<file path="config.mk">
export PLATFORM = sky130hd
export DESIGN_NAME = scm_sync_meas_ctrl
export DESIGN_NICKNAME = d
export VERILOG_FILES = /design/src/shared/scm_pkg.sv /design/src/hdl/scm_chan_stepper.sv /design/src/hdl/scm_sync_meas_ctrl.sv
export SDC_FILE = /design/constraint.sdc
export NUM_CORES = 1
export LEC_CHECK = 0
export BUFFER_PORTS_ARGS = -buffer_cell sky130_fd_sc_hd__buf_2
export CAP_MARGIN = 10
export CORE_ASPECT_RATIO = 1.1
export CORE_UTILIZATION = 45
export CTS_BUF_LIST = sky130_fd_sc_hd__clkbuf_8
export DETAILED_ROUTE_END_ITERATION = 12
export PLACE_DENSITY = 0.8
export SLEW_MARGIN = 40
export SYNTH_ARGS = -nofsm -noshare
export SYNTH_HDL_FRONTEND = slang
export SYNTH_SLANG_ARGS = --single-unit
</file>
<file path="constraint.sdc">
create_clock -name ref_clk -period 3.49 [get_ports ref_clk]
set_clock_uncertainty 0.15 [all_clocks]
set_input_delay 0.5235 -clock ref_clk [delete_from_list [all_inputs] [get_ports ref_clk]]
set_output_delay 0.5235 -clock ref_clk [all_outputs]
set_load 0.05 [all_outputs]
</file>
<file path="src/shared/scm_pkg.sv">
/*
 * Shared constants and types of the secondary measurement chain control:
 * register indices and byte addresses, field positions, reset values,
 * timing counts and state encodings.
 * Assumes a 20 MHz device clock and a 32-bit APB register bus.
 */
package scm_pkg;

   // APB geometry. Printed offsets are word indices; bytes are four apart.
   localparam int ADDR_W = 16;
   localparam int CTRL_IDX = 'h1c03;
   localparam int VBEN_IDX = 'h1c08;
   localparam logic [15:0] CTRL_ADDR = 16'(CTRL_IDX * 4);
   localparam logic [15:0] VBEN_ADDR = 16'(VBEN_IDX * 4);

   // Synchronous control register fields.
   localparam int SYNC_BIT = 0;
   localparam int FAST_BIT = 1;
   localparam int OLSEL_LSB = 10;
   localparam int OLSEL_MSB = 14;
   localparam int PAUSE_BIT = 15;
   localparam logic [4:0] OLSEL_RESET = 5'h1f;
   localparam logic [4:0] OLSEL_LAST_CHAN = 5'h11;
   localparam logic [4:0] OLSEL_FOLLOW = 5'h1e;
   localparam logic [15:0] VBEN_RESET = 16'h0000;

   // Channel counts.
   localparam int NUM_VB = 16;
   localparam int NUM_OL = 18;

   // Timing. The sample period and auto-pause time are plain defaults.
   localparam int CLK_PERIOD_NS = 50;
   localparam int SAMPLE_PERIOD_NS = 1000;
   localparam int SAMPLE_CYCLES =
      (SAMPLE_PERIOD_NS + CLK_PERIOD_NS - 1) / CLK_PERIOD_NS;
   localparam int DWELL_MULT = 28;
   localparam int DWELL_CYCLES = DWELL_MULT * SAMPLE_CYCLES;
   localparam int AUTO_PAUSE_NS = 10000;
   localparam int AUTO_PAUSE_CYCLES =
      (AUTO_PAUSE_NS + CLK_PERIOD_NS - 1) / CLK_PERIOD_NS;
   localparam int CNT_W = 12;

   typedef enum logic [1:0] {
      SCM_IDLE = 2'b00,
      SCM_PAUSE_WAIT = 2'b01,
      SCM_RUN = 2'b10
   } scm_state_t;

   typedef enum logic {
      SCM_STEP_IDLE = 1'b0,
      SCM_STEP_DWELL = 1'b1
   } scm_step_state_t;

endpackage

</file>
<file path="src/hdl/scm_chan_stepper.sv">
/*
 * Channel stepper of the secondary converter: walks the enabled balance
 * channels in ascending order, dwelling a fixed time on each.
 * Assumes the enable mask is held steady while a walk runs.
 */
`timescale 1ns/1ns
module scm_chan_stepper (
   // Clock and reset.
   input wire logic ref_clk,
   input wire logic rst_n,
   // Control.
   input wire logic start,
   input wire logic [15:0] chan_mask,
   // Status.
   output logic [3:0] chan,
   output logic busy,
   output logic chan_done,
   output logic done
);

   typedef struct packed {
      scm_pkg::scm_step_state_t state;
      logic [3:0] chan;
      logic [scm_pkg::CNT_W-1:0] cnt;
      logic busy;
      logic chan_done;
      logic done;
   } scm_step_st_t;

   scm_step_st_t st;
   scm_step_st_t next_st;
   logic [4:0] first_hit;
   logic [4:0] next_hit;

   // Lowest enabled channel at or above from; bit 4 flags a hit.
   function automatic logic [4:0] scm_find_from(input logic [15:0] mask,
                                                input logic [4:0] from);
      logic [4:0] r;
      r = 5'h00;
      for (int i = 15; i >= 0; i--) begin
         if (mask[i] && (5'(i) >= from)) begin
            r = {1'b1, 4'(i)};
         end
      end
      return r;
   endfunction

   assign first_hit = scm_find_from(chan_mask, 5'h00);
   assign next_hit = scm_find_from(chan_mask, {1'b0, st.chan} + 5'h01);

   always_comb begin
      next_st = st;
      next_st.chan_done = 1'b0;
      next_st.done = 1'b0;
      case (st.state)
         scm_pkg::SCM_STEP_IDLE: begin
            if (start) begin
               if (first_hit[4]) begin
                  next_st.state = scm_pkg::SCM_STEP_DWELL;
                  next_st.chan = first_hit[3:0];
                  next_st.cnt = '0;
                  next_st.busy = 1'b1;
               end else begin
                  next_st.done = 1'b1;
               end
            end
         end
         scm_pkg::SCM_STEP_DWELL: begin
            if (st.cnt ==
                scm_pkg::CNT_W'(scm_pkg::DWELL_CYCLES - 1)) begin
               next_st.chan_done = 1'b1;
               next_st.cnt = '0;
               if (next_hit[4]) begin
                  next_st.chan = next_hit[3:0];
               end else begin
                  next_st.state = scm_pkg::SCM_STEP_IDLE;
                  next_st.busy = 1'b0;
                  next_st.done = 1'b1;
               end
            end else begin
               next_st.cnt = st.cnt + 1'b1;
            end
         end
         default: begin
            next_st = '0;
         end
      endcase
   end

   always_ff @(posedge ref_clk or negedge rst_n) begin
      if (!rst_n) begin
         st <= '0;
      end else begin
         st <= next_st;
      end
   end

   assign chan = st.chan;
   assign busy = st.busy;
   assign chan_done = st.chan_done;
   assign done = st.done;

   property p_dwell_length;
      @(posedge ref_clk) disable iff (!rst_n)
      (st.busy && st.cnt == '0 && !st.chan_done) |->
         (!next_st.chan_done)[*8];
   endproperty
   a_dwell_length: assert property (p_dwell_length)
      else $error("Channel dwell ended too early.");

   property p_ascending;
      @(posedge ref_clk) disable iff (!rst_n)
      (st.chan_done && st.busy) |-> (st.chan > $past(st.chan));
   endproperty
   a_ascending: assert property (p_ascending)
      else $error("Channel walk did not ascend.");

endmodule // scm_chan_stepper

</file>
<file path="src/hdl/scm_sync_meas_ctrl.sv">
/*
 * Control of the secondary measurement chain: APB registers, paired and
 * fast balance-voltage cycles, balancing pause and open-load selection.
 * Assumes a single 20 MHz clock, an APB master and a balancing block
 * that reports whether balancing is already paused.
 */
//
// Contract
// - Pause request delays capture until auto-pause elapses; with bal_paused already set, capture starts at once.
// - Pause bit ignored without a cycle start.
// - Selector 0..17 enables that channel's open-load.
// - Selector 18..29 enables no open-load detection.
// - Selector 30 follows the measured channel.
// - Selector 1Fh, the reset value, disables open-load.
// - Fast start bit launches cycle, reads zero.
// - Each channel dwells 28 sample periods.
// - Paired start bit starts cycle, reads zero.
// - Paired cycle stores terminal and balance pairs.
// - Paired start ignored if none enabled or busy.
// - Bits 9:2 of control always read zero.
// - Enable bit n includes channel n.
`timescale 1ns/1ns
module scm_sync_meas_ctrl (
   // Clock and reset.
   input wire logic ref_clk,
   input wire logic rst_n,
   // APB slave.
   input wire logic psel,
   input wire logic penable,
   input wire logic pwrite,
   input wire logic [15:0] paddr,
   input wire logic [31:0] pwdata,
   output logic [31:0] prdata,
   output logic pready,
   output logic pslverr,
   // Balancing.
   input wire logic bal_paused,
   output logic bal_pause,
   // Secondary converter.
   output logic [3:0] conv_channel,
   output logic conv_active,
   output logic conv_pair_mode,
   output logic pair_store,
   output logic fast_store,
   output logic cycle_done,
   // Open-load detection and channel enables.
   output logic [17:0] ol_enable,
   output logic [15:0] vb_enable
);

   typedef struct packed {
      scm_pkg::scm_state_t state;
      logic sync_mode;
      logic [scm_pkg::CNT_W-1:0] pause_cnt;
      logic [4:0] ol_sel;
      logic [15:0] vb_en;
      logic bal_pause;
      logic [31:0] prdata;
      logic pready;
      logic pslverr;
      logic pair_store;
      logic fast_store;
      logic cycle_done;
      logic [17:0] ol_en;
      logic step_start;
   } scm_top_st_t;

   localparam scm_top_st_t ST_RESET = '{
      state: scm_pkg::SCM_IDLE,
      ol_sel: scm_pkg::OLSEL_RESET,
      vb_en: scm_pkg::VBEN_RESET,
      default: '0
   };

   // Helper bound for the pause-wait check below.
   localparam int AP_BOUND = 201;

   scm_top_st_t st;
   scm_top_st_t next_st;
   logic [3:0] step_chan;
   logic step_busy;
   logic step_chan_done;
   logic step_done;
   logic setup;
   logic access;
   logic hit_ctrl;
   logic hit_vben;
   logic wr_ctrl;
   logic sync_req;
   logic fast_req;
   logic accept;

   function automatic logic [17:0] scm_ol_onehot(input logic [4:0] n);
      return 18'h00001 << n;
   endfunction

   scm_chan_stepper u_stepper (
      .ref_clk(ref_clk),
      .rst_n(rst_n),
      .start(st.step_start),
      .chan_mask(st.vb_en),
      .chan(step_chan),
      .busy(step_busy),
      .chan_done(step_chan_done),
      .done(step_done)
   );

   assign setup = psel && !penable;
   assign access = psel && penable && st.pready;
   assign hit_ctrl = (paddr == scm_pkg::CTRL_ADDR);
   assign hit_vben = (paddr == scm_pkg::VBEN_ADDR);
   assign wr_ctrl = access && pwrite && hit_ctrl;
   assign sync_req = wr_ctrl && pwdata[scm_pkg::SYNC_BIT];
   assign fast_req = wr_ctrl && pwdata[scm_pkg::FAST_BIT];
   // Enables are checked before a start; a cycle over no channel is refused.
   assign accept = (st.state == scm_pkg::SCM_IDLE) && !step_busy &&
                   (sync_req || fast_req) && (|st.vb_en);

   always_comb begin
      next_st = st;
      next_st.pair_store = 1'b0;
      next_st.fast_store = 1'b0;
      next_st.cycle_done = 1'b0;
      next_st.step_start = 1'b0;

      // Read data is prepared in the setup phase, so the access phase completes with no wait state.
      next_st.pready = setup;
      next_st.pslverr = setup && !(hit_ctrl || hit_vben);
      if (setup) begin
         if (hit_ctrl) begin
            next_st.prdata = {16'h0000, 1'b0, st.ol_sel, 10'h000};
         end else if (hit_vben) begin
            next_st.prdata = {16'h0000, st.vb_en};
         end else begin
            next_st.prdata = 32'h00000000;
         end
      end

      if (wr_ctrl) begin
         next_st.ol_sel = pwdata[scm_pkg::OLSEL_MSB:scm_pkg::OLSEL_LSB];
      end
      if (access && pwrite && hit_vben) begin
         next_st.vb_en = pwdata[15:0];
      end

      case (st.state)
         scm_pkg::SCM_IDLE: begin
            if (accept) begin
               // Paired request wins when both start bits are written.
               next_st.sync_mode = sync_req;
               if (pwdata[scm_pkg::PAUSE_BIT] && !bal_paused) begin
                  next_st.bal_pause = 1'b1;
                  next_st.state = scm_pkg::SCM_PAUSE_WAIT;
                  next_st.pause_cnt =
                     scm_pkg::CNT_W'(scm_pkg::AUTO_PAUSE_CYCLES - 1);
               end else begin
                  next_st.bal_pause = pwdata[scm_pkg::PAUSE_BIT];
                  next_st.state = scm_pkg::SCM_RUN;
                  next_st.step_start = 1'b1;
               end
            end
         end
         scm_pkg::SCM_PAUSE_WAIT: begin
            if (st.pause_cnt == '0) begin
               next_st.state = scm_pkg::SCM_RUN;
               next_st.step_start = 1'b1;
            end else begin
               next_st.pause_cnt = st.pause_cnt - 1'b1;
            end
         end
         scm_pkg::SCM_RUN: begin
            next_st.pair_store = step_chan_done && st.sync_mode;
            next_st.fast_store = step_chan_done && !st.sync_mode;
            if (step_done) begin
               next_st.state = scm_pkg::SCM_IDLE;
               next_st.bal_pause = 1'b0;
               next_st.cycle_done = 1'b1;
            end
         end
         default: begin
            next_st.state = scm_pkg::SCM_IDLE;
         end
      endcase

      if (st.ol_sel <= scm_pkg::OLSEL_LAST_CHAN) begin
         next_st.ol_en = scm_ol_onehot(st.ol_sel);
      end else if (st.ol_sel == scm_pkg::OLSEL_FOLLOW && step_busy) begin
         next_st.ol_en = scm_ol_onehot({1'b0, step_chan});
      end else begin
         next_st.ol_en = 18'h00000;
      end
   end

   always_ff @(posedge ref_clk or negedge rst_n) begin
      if (!rst_n) begin
         st <= ST_RESET;
      end else begin
         st <= next_st;
      end
   end

   assign prdata = st.prdata;
   assign pready = st.pready;
   assign pslverr = st.pslverr;
   assign bal_pause = st.bal_pause;
   assign conv_channel = step_chan;
   assign conv_active = step_busy;
   assign conv_pair_mode = st.sync_mode;
   assign pair_store = st.pair_store;
   assign fast_store = st.fast_store;
   assign cycle_done = st.cycle_done;
   assign ol_enable = st.ol_en;
   assign vb_enable = st.vb_en;

   property p_pause_holds;
      @(posedge ref_clk) disable iff (!rst_n)
      (st.state == scm_pkg::SCM_PAUSE_WAIT) |-> (!step_busy && st.bal_pause);
   endproperty
   a_pause_holds: assert property (p_pause_holds)
      else $error("Capture started during the auto-pause wait.");

   property p_pause_bounded;
      @(posedge ref_clk) disable iff (!rst_n)
      $rose(st.state == scm_pkg::SCM_PAUSE_WAIT) |->
         ##[1:AP_BOUND] (st.state == scm_pkg::SCM_RUN);
   endproperty
   a_pause_bounded: assert property (p_pause_bounded)
      else $error("Auto-pause wait did not end in time.");

   property p_pause_ignored;
      @(posedge ref_clk) disable iff (!rst_n)
      (wr_ctrl && pwdata[scm_pkg::PAUSE_BIT] && !accept &&
       st.state == scm_pkg::SCM_IDLE) |=> !st.bal_pause;
   endproperty
   a_pause_ignored: assert property (p_pause_ignored)
      else $error("Pause bit acted without a cycle start.");

   property p_ol_fixed;
      @(posedge ref_clk) disable iff (!rst_n)
      (st.ol_sel <= 5'h11 && $stable(st.ol_sel)) |->
         (st.ol_en == (18'h00001 << st.ol_sel));
   endproperty
   a_ol_fixed: assert property (p_ol_fixed)
      else $error("Open-load enable does not match the selected channel.");

   property p_ol_none;
      @(posedge ref_clk) disable iff (!rst_n)
      ((st.ol_sel >= 5'h12 && st.ol_sel != 5'h1e) && $stable(st.ol_sel))
         |-> (st.ol_en == 18'h00000);
   endproperty
   a_ol_none: assert property (p_ol_none)
      else $error("Open-load enabled for a reserved or disabled selector.");

   property p_ol_follow;
      @(posedge ref_clk) disable iff (!rst_n)
      (st.ol_sel == 5'h1e && $stable(st.ol_sel) && $past(step_busy) &&
       $stable(step_chan)) |-> (st.ol_en == (18'h00001 << step_chan));
   endproperty
   a_ol_follow: assert property (p_ol_follow)
      else $error("Open-load does not follow the measured channel.");

   property p_ctrl_reads_zero;
      @(posedge ref_clk) disable iff (!rst_n)
      (st.pready && hit_ctrl && !pwrite) |->
         (st.prdata[9:0] == 10'h000 && st.prdata[15] == 1'b0);
   endproperty
   a_ctrl_reads_zero: assert property (p_ctrl_reads_zero)
      else $error("Start or reserved bits read back non-zero.");

   property p_start_taken;
      @(posedge ref_clk) disable iff (!rst_n)
      (wr_ctrl && pwdata[scm_pkg::FAST_BIT] && !pwdata[scm_pkg::SYNC_BIT] &&
       st.state == scm_pkg::SCM_IDLE && !step_busy && (|st.vb_en)) |=>
         (st.state != scm_pkg::SCM_IDLE && !st.sync_mode);
   endproperty
   a_start_taken: assert property (p_start_taken)
      else $error("Fast cycle start was not taken.");

   property p_start_refused;
      @(posedge ref_clk) disable iff (!rst_n)
      (sync_req && (st.vb_en == 16'h0000 || st.state != scm_pkg::SCM_IDLE))
         |=> $stable(st.sync_mode);
   endproperty
   a_start_refused: assert property (p_start_refused)
      else $error("Paired cycle start was not refused.");

   property p_pair_only_sync;
      @(posedge ref_clk) disable iff (!rst_n)
      st.pair_store |->
         (st.sync_mode && !st.fast_store && $past(step_chan_done));
   endproperty
   a_pair_only_sync: assert property (p_pair_only_sync)
      else $error("Pair stored outside a paired cycle.");

   property p_enabled_only;
      @(posedge ref_clk) disable iff (!rst_n)
      step_busy |-> st.vb_en[step_chan];
   endproperty
   a_enabled_only: assert property (p_enabled_only)
      else $error("A disabled channel is being measured.");

endmodule // scm_sync_meas_ctrl

</file>
* Word level (Yosys, flattened, before mapping)
Cells that the tools add are included.
** Operators by class
- Add/sub/neg operators :: 3
- Multipliers :: 0
- Div/mod/pow operators :: 0
- Order comparisons :: 17
- Equality and inequality tests :: 16
- Shift operators :: 2
- Mux-type cells :: 68
- Bitwise operators :: 1
- Reduce and logical (&&, ||, !) cells :: 51
** Operator list (number)
- $mux 5 :: 33
- $mux 18 :: 4
- $ge 4x5->1 const A :: 8
- $mux 12 :: 3
- $pmux 18 s2 :: 1
- $eq 16x15->1 const B :: 2
- $logic_and 1x1->1 :: 32
- $mux 16 :: 2
- $pmux 12 s2 :: 1
- $ge 3x5->1 const A :: 4
- $shl 1x4->18 const A :: 1
- $shl 1x5->18 const A :: 1
- $reduce_or 16->1 :: 1
- $mux 15 :: 1
- $ne 2x2->1 const B :: 7
- $mux 1 :: 13
- $add 12x1->12 const B :: 1
- $eq 12x10->1 const B :: 1
- $logic_not 12->1 :: 1
- $reduce_and 4->1 :: 3
- $sub 12x1->12 const B :: 1
- $ge 1x5->1 const A :: 2
- $ge 2x5->1 const A :: 2
- $mux 2 :: 3
- other kinds (17) :: 30
** Storage, ports and cells
- Bits in registers :: 113
- Latch bits :: 0
- Memory bits (writable) :: 0
- Bits in read-only memories :: 0
- Bits of input ports :: 54
- Word-level logic and storage cells :: 178
- Memories :: 0

* Longest topological paths before layout
Gate-level depths: netlist (run 1).
- Word-level depth :: 22
- Gate-level depth with buffers :: 10

* Modules after synthesis
Synthesis (run 1) repeated with hierarchy kept, for this count alone.
** Unflattened totals
- Cell total of the unflattened synthesis :: 612
- Area total of the unflattened synthesis :: 5871.9 um^2
** By module, submodules not included
- scm_sync_meas_ctrl :: instances 1, cells an instance 371, area an instance 3906.2 um^2, seq. area each 1933.1 um^2
- scm_chan_stepper :: instances 1, cells an instance 241, area an instance 1965.6 um^2, seq. area each 500.5 um^2

* Worst setup path before layout (run 1)
Ideal clock, no wire load.
- Kind :: register to register
- From :: register u_stepper.st, in the netlist u_stepper.chan[0]
- To :: register u_stepper.st, in the netlist u_stepper.busy
- Setup time :: 0.121 ns
- Data arrival time :: 2.473 ns
- Setup slack :: 0.746 ns
- Cell stages (with the launch flop) :: 11
- Path buffers :: 1
- Cell sequence :: dfrtp_1 -> buf_2 -> inv_1 -> ha_1 -> nand2b_1 -> or3_1 -> a32o_1 -> a221oi_2 -> nor3b_4 -> nand3_1 -> a22o_1
** Between the ends
- Cells in the longest elaborated chain, start to end :: 21
- Elaborated cells on any way between the ends :: 51
- Those cells by class :: add/sub: 1; order compare: 16; eq/ne: 1; mux: 16; reduce/logical: 17
** Ends and longest elaborated chain
- start, declared :: RTL line scm_chan_stepper.sv:30 : scm_step_st_t st;
- start signal, assigned :: RTL line scm_chan_stepper.sv:94 : st <= next_st;
- $add 4x1->5 (*) :: RTL line scm_chan_stepper.sv:49 : assign next_hit = scm_find_from(chan_mask, {1'b0, st.chan} + 5'h01);
- $ge 4x5->1 :: RTL line scm_chan_stepper.sv:41 : if (mask[i] && (5'(i) >= from)) begin
- $logic_and 1x1->1 :: RTL line scm_chan_stepper.sv:41
- $mux 5 (15 in a row) :: RTL line scm_chan_stepper.sv:41
- $mux 5 (*) :: RTL line scm_chan_stepper.sv:41
- $ne 2x2->1 (no source line) (*)
- $reduce_and 4->1 (no source line) (*)
Every way passes the cells marked *; elsewhere a longest branch is shown, timed or not.
A chain may end at the register's enable or synchronous reset.

* Worst setup path after layout (run 1)
- From :: register u_stepper.st, in the netlist u_stepper.chan[1]
- To :: register u_stepper.st, in the netlist u_stepper.busy
Same word-level chain as after synthesis.

==> flow_summary_export.csv, run 1 <==
group,metric,value,unit
clock_network,htree_levels,3,
clock_network,cts_hold_buf,0,
grt,grt_util_met3,0.04074,
final_layout,register_area,0.002434,mm2
route,via_per_inst,5.685,
route,drc,0,
floorplan,core_area,0.01219,mm2
sta,setup_viol,0,
route,drt_wl_total,12.95,mm
floorplan,fp-row-count,42,
place,place_inst,779,
clock_network,cts_buffer_depth,2,
route,vias,4525,
power,leakage,2.840,nW
synthesis,synth_common_cells,"dfrtp_1 (92), buf_4 (73), nand2_1 (40), o21ai_0 (40), nor2_1 (37)",
synthesis,ys_seq_area_frac,0.4286,
worst_setup_path,critPathKind,"reg -> reg",
synthesis,synth_cell_type_count,67,
place,routabilityCongestion,0.9063,
grt,grt.total_usage,0.2071,
route,postRouteAntennaNets,0,
power,ir_worst_vdd,0.2370,mV
grt,top_usage_layer,"met2",
power,swShare,0.2407,
grt,antenna_found_initial,0,
grt,overflow,0,
synthesis,ys.flop_type,"dfrtp_1",
final_layout,multi_input_area,0.002591,mm2
power,switchingPower,0.4815,mW
worst_setup_path,cp.arrival,3.24,ns
power,powerDensity,327.8,mW/mm2
synthesis,syn_area_per_cell,9.640,um2
floorplan,pin_count,132,
worst_setup_path,cp_num_buf_inv,0,
place,dpl.hpwl,9.697,mm
final_layout,fillCellCount,1099,
worst_setup_path,cpMaxStageDelayCell,"dfrtp_1",
grt,grt_max_degree,52,
sta,hold_viol_final,0,
sta,period_minus_slack,3.105,ns
route,wl_per_cell,16.26,um
clock_network,cts_resized,0,
place,detailedPlace.worstSlack,0.4245,ns
clock_network,root_buffer,"clkbuf_8",
worst_setup_path,crit_chain,"ha_1 -> xnor2_2 -> or3_1 -> a32o_1 -> a221oi_2 -> nor3b_4 -> nand3_1 -> a22o_1",
sta,slew_headroom,0.5717,
synthesis,synth_top_cell_by_area,"dfrtp_1",
final_layout,area_growth,7.492,%
grt,met2_usage,0.3502,
grt,grt_pass1_wl,20.84,mm
clock_network,cts_tree,"built",
place,io_buffers,99,
final_layout,final_cells,796,
clock_network,cts_buffers,9,
worst_setup_path,cp.required,3.62,ns
floorplan,die_w,109.1,um
clock_network,clk_pin_slew,0.09,ns
grt,met1_usage,0.2447,
floorplan,start_util,0.4657,
worst_setup_path,critical_path.max_stage_delay,0.53,ns
worst_setup_path,cp_max_fo,12,
final_layout,layout-drive-gt1-share,0.2570,
job,drv_cap,0,
sta,maxSlewViolCount,0,
sta,setup_tns,0,ns
synthesis,synthCells,589,
floorplan,die_height,119.8,um
sta,max_freq,322.0,MHz
clock_network,post-cts-setup-buffer-count,0,
power,pwr-share-comb,0.050,
sta,rsz0062_at_grt,"no",
power,p_int,1.519,mW
synthesis,ys_seq_elements,97,
place,dpl_cell_area,0.005881,mm2
synthesis,synth.most_common_cell,"dfrtp_1",
power,clkPwrFrac,0.388,
worst_setup_path,critPathLaunchType,"register",
final_layout,fin_area,0.006103,mm2
clock_network,insertion_delay,0.38,ns
route,drtPass1Iterations,5,
power,seq_power_share,0.562,
clock_network,cts.sinks,97,
worst_setup_path,cpLargestDelayFamily,"simple AND/OR/NAND/NOR gates",
synthesis,yosysWarnings,0,
synthesis,synth_top_area_share,0.4055,
sta,worst_pin_slew,0.6424,ns
sta,period_share,0.8897,
synthesis,synthTopCellsByArea,"dfrtp_1 (41%), buf_4 (9.7%), a22o_1 (3.9%), mux2_2 (3.6%), o21ai_0 (3.5%)",
final_layout,diodes,0,
route,drtIter0Drc,235,
grt,grt_pass1_vias,4389,
final_layout,nets,698,
synthesis,ys_async_sr_fraction,1.000,
synthesis,syn_area,0.005678,mm2
worst_setup_path,worstSetupEndpointType,"register",
synthesis,synth_enable_flop_cells,0,
sta,worst_slack,0.3849,ns
outcome,status,"finished, final reports clean",
hold_path,hold_path.class,"in -> async",
floorplan,die-area,0.01307,mm2
## per-layer routing
layer,share of wire,vias up
li1,-,2143
met1,0.41,2197
met2,0.51,150
met3,0.046,35
met4,0.031,0
met5,0,-
## power by group through the flow
stage	registers (mW)	logic (mW)	clock network, mW
finish	1.12	0.0994	0.777
global route	1.13	0.108	0.839
CTS	1.12	0.0993	0.794
detailed placement	1.15	0.0993	0
global placement	1.15	0.0965	0
floorplan	1.15	0.0591	0
## worst paths after layout
check | startpoint | to | slack (ns) | depth (start not counted)
max in group asynchronous | rst_n | u_stepper.st[4] | 2.40 | 2
worst max-delay path | u_stepper.chan[1] | u_stepper.busy | 0.38 | 8
worst max register to register | u_stepper.chan[1] | u_stepper.busy | 0.38 | 8
worst min register to register | conv_pair_mode | fast_store | 0.32 | 1
min in group ref_clk | pwdata[7] | vb_enable[7] | 0.18 | 3
worst min-delay path | rst_n | prdata[15] | 0.007 | 1
## area by class of cell
class	instances	share of cell area
clock inverter	5	0.009840
clock buffer	11	0.02481
inverter	20	0.01230
timing repair buffer	112	0.09820
tap	154	0.03157
sequential	97	0.3987
multi-input combinational	397	0.4246
## state kept, by name, indices dropped and copies added (netlist names), 4 cells and up
register,count
st,20
prdata,16
u_stepper.chan,4
u_stepper.st,13
ol_enable,18
vb_enable,16
## cell families (layout without fill, tap and decap cells)
| kind of cell | Yosys count | in the layout | synth area share |
|---|---|---|---|
| mux | 19 | 19 | 0.03746 |
| xor+xnor | 12 | 12 | 0.01983 |
| simple gates | 189 | 189 | 0.1781 |
| compound gates | 154 | 154 | 0.1950 |
| flops | 97 | 97 | 0.4286 |
| other cells | 1 | 16 | 0.0006605 |
| fa+ha+maj | 7 | 7 | 0.01542 |
| buf+inv | 110 | 148 | 0.1249 |
## layout by cell type, fill, tap and decap left out, types with 6 or more instances in the layout
master    netlist  routed
a21oi_1        21      21
a22o_1         25      25
a22oi_1         7       7
a31oi_1        11      11
a32o_1          6       6
buf_2           6      98
buf_4          73      13
clkbuf_8        0      11
conb_1          1      16
dfrtp_1        92      92
ha_1            7       7
inv_1          20      20
mux2_2         18      18
nand2_1        40      40
nand2b_1       18      18
nand3_1        15      15
nor2_1         37      37
nor2b_1        18      18
nor3_1         14      14
nor4_1         13      13
o21ai_0        40      40
o31ai_1         8       8
xnor2_1         7       7
## per-stage QoR
step           hold WS [ns]  utilization  power, mW
5_1_grt             0.04529       0.5006      2.072
3_3_place_gp         0.2974       0.4823      1.243
6_report           0.006917       0.5006      2.001
4_1_cts             0.02114       0.4997      2.018
3_5_place_dp         0.3165       0.4823      1.246
2_1_floorplan       0.07791            -      1.211
Note: power is estimated with default switching activity, not from simulation.
==> run 2: changes to the inputs <==
Settings changed: PLACE_DENSITY 0.8 to 0.79, SYNTH_HIERARCHICAL from default to 1.
==> run 2 against run 1 <==
  * Critical path depth did not move
  * Flip-flop and latch count is the same
  * Area after synthesis increased by 3.4%
  * Register-to-register slack got worse by 0.29 ns
  * Combinational power increased by 48%
  * Synthesized cell count grew 3.9%
  * Total power up 5.2%
  * Cell count up 3.9%
==> flow_summary_export.csv, run 2 <==
group,metric,value,unit
worst_setup_path,worstSetupEndpointType,"register",
final_layout,area_growth,7.543,%
floorplan,die-area,0.01351,mm2
synthesis,yosysWarnings,6,
synthesis,synth-simple-area-share,0.2184,
power,ir_worst_vdd,0.3510,mV
synthesis,ys_async_sr_fraction,1.000,
sta,worst_pin_slew,0.7024,ns
power,powerDensity,333.4,mW/mm2
route,vias,4780,
clock_network,insertion_delay,0.38,ns
grt,top_usage_layer,"met2",
grt,grt_pass1_vias,4559,
place,dpl_cell_area,0.006077,mm2
route,drc,0,
floorplan,pin_count,132,
grt,grt.total_usage,0.2064,
grt,met1_usage,0.2413,
final_layout,largest_reg_flops,20,
place,routabilityCongestion,0.8540,
worst_setup_path,cp_max_fo,11,
floorplan,start_util,0.4644,
final_layout,final_cell_mix,"buf_2 (98), dfrtp_1 (92), nand2_1 (55)",
clock_network,cts_buffer_depth,2,
synthesis,muxShareOfSynthArea,0.06052,
worst_setup_path,critPathLaunchType,"register",
worst_setup_path,cp.arrival,3.56,ns
worst_setup_path,cpLargestDelayFamily,"compound AO/OA/AOI/OAI gates",
route,drtIter0Drc,352,
worst_setup_path,reg2reg_slack,0.09,ns
grt,grt_max_degree,64,
final_layout,fin_area,0.006315,mm2
job,drv_cap,0,
sta,whs,0.2171,ns
floorplan,fp-row-count,43,
clock_network,cts.sinks,97,
route,wl_per_cell,16.86,um
clock_network,root_buffer,"clkbuf_8",
synthesis,synthCells,612,
final_layout,layout-drive-gt1-share,0.2970,
clock_network,htree_levels,3,
worst_setup_path,crit_chain,"ha_1 -> nand2b_2 -> nor2_1 -> a2111oi_1 -> o21ai_1 -> or4b_4 -> o41ai_1 -> a31o_1",
place,place_inst,810,
synthesis,yosys.area_share.adder,0.01278,
sta,setup_tns,0,ns
place,detailedPlace.worstSlack,0.2645,ns
final_layout,final_common_cell,"buf_2",
grt,met2_usage,0.3657,
floorplan,core_area,0.01264,mm2
worst_setup_path,reg2regPathDepth,8,
clock_network,clk_pin_slew,0.11,ns
sta,maxSlewViolCount,0,
sta,rsz0062_at_grt,"no",
route,drt_wl_total,13.94,mm
synthesis,synthTopCellsByArea,"dfrtp_1 (39%), buf_4 (9.2%), mux2_2 (4.6%), nand2_1 (3.5%), nor2_1 (3.5%)",
sta,max_freq,294.2,MHz
sta,hold_viol_final,0,
synthesis,synth-xor-area-share,0.02088,
grt,overflow,0,
outcome,status,"finished, final reports clean",
grt,grt_pass1_wl,22.25,mm
synthesis,syn_area_per_cell,9.595,um2
synthesis,ys_seq_area_frac,0.4144,
grt,antenna_found_initial,0,
synthesis,synth_cell_type_count,90,
place,io_buffers,99,
final_layout,final_cells,827,
clock_network,cts_hold_buf,0,
clock_network,cts_resized,0,
worst_setup_path,cpMaxStageDelayCell,"or4b_4",
sta,period_minus_slack,3.399,ns
final_layout,nets,725,
route,via_per_inst,5.780,
worst_setup_path,cp_num_buf_inv,0,
grt,grt_util_met3,0.03483,
final_layout,fillCellCount,1112,
worst_setup_path,critPathKind,"reg -> reg",
synthesis,synth_common_cells,"dfrtp_1 (92), buf_4 (72), nand2_1 (55)",
clock_network,cts_buffers,9,
sta,worst_slack,0.09111,ns
worst_setup_path,cp.required,3.65,ns
floorplan,die_height,121.8,um
sta,period_share,0.9739,
worst_setup_path,critical_path.max_stage_delay,0.62,ns
route,drtPass1Iterations,5,
sta,setup_viol,0,
worst_setup_path,path_depth,8,
synthesis,ys_seq_elements,97,
synthesis,syn_area,0.005872,mm2
clock_network,cts_tree,"built",
hold_path,hold_path.class,"in -> reg",
synthesis,synth_top_area_share,0.3921,
power,leakage,3.024,nW
synthesis,ys.flop_type,"dfrtp_1",
synthesis,synth_enable_flop_cells,0,
final_layout,largest_register,"st",
final_layout,fin_util,0.4995,
synthesis,synth.most_common_cell,"dfrtp_1",
synthesis,synth_top_cell_by_area,"dfrtp_1",
floorplan,die_w,110.9,um
hold_path,whs_path_depth,2,
clock_network,post-cts-setup-buffer-count,0,
place,dpl.hpwl,10.46,mm
final_layout,diodes,0,
route,postRouteAntennaNets,0,
synthesis,synth_compound_area_frac,0.1462,
synthesis,synth_top_family_by_area,"simple AND/OR/NAND/NOR gates",
power,total_power,2.105,mW
sta,slew_headroom,0.5274,
-- run 2: power by group --
part / switching (mW) / internal, mW
clock network: 0.415 / 0.408
registers: 0.00408 / 1.13
logic: 0.116 / 0.0314
total: 0.535 / 1.57
-- run 2: cell type report --
type | instances | area, um2 | area share
Tap cell | 157 | 196.4 | 0.03111
Clock buffer | 9 | 123.9 | 0.01962
Multi-Input combinational cell | 422 | 2754 | 0.4361
Clock inverter | 7 | 100.1 | 0.01585
Timing Repair Buffer | 117 | 639.4 | 0.1012
Sequential cell | 97 | 2434 | 0.3854
Inverter | 18 | 67.56 | 0.01070
-- run 2: worst paths after layout --
kind / startpoint / end
max: u_stepper/chan[1] / u_stepper/chan[1]
min: pwdata[6] / vb_enable[6]
max reg2reg: u_stepper/chan[1] / u_stepper/chan[1]
min reg2reg: prdata[2] / prdata[2]
max in group asynchronous: rst_n / st[75]
min in group asynchronous: rst_n / ol_enable[9]
-- run 2: kinds of logic after synthesis --
kind of cell               Yosys count
DFF                                 97
xor gates and xnor gates            14
adders and majority gates            6
and+or+nand+nor                    240
muxes                               30
AOI/OAI and AO/OA                  116
other                                1
buffers and inverters              108
-- run 2: worst register-to-register path, delay by kind of cell, from the launching register on --
kind	cells	cell delay [ns]
AO/OA/AOI/OAI	4	1.38
AND/OR/NAND/NOR	3	0.99
flip-flops	1	0.41
adder cells (fa/ha/maj)	1	0.42
-- run 2: per-layer routing --
| metal | part of all wire | up-vias |
|---|---|---|
| met5 | 0 | - |
| met4 | 0.034 | 0 |
| met3 | 0.049 | 40 |
| met2 | 0.51 | 181 |
| met1 | 0.40 | 2321 |
| li1 | - | 2238 |
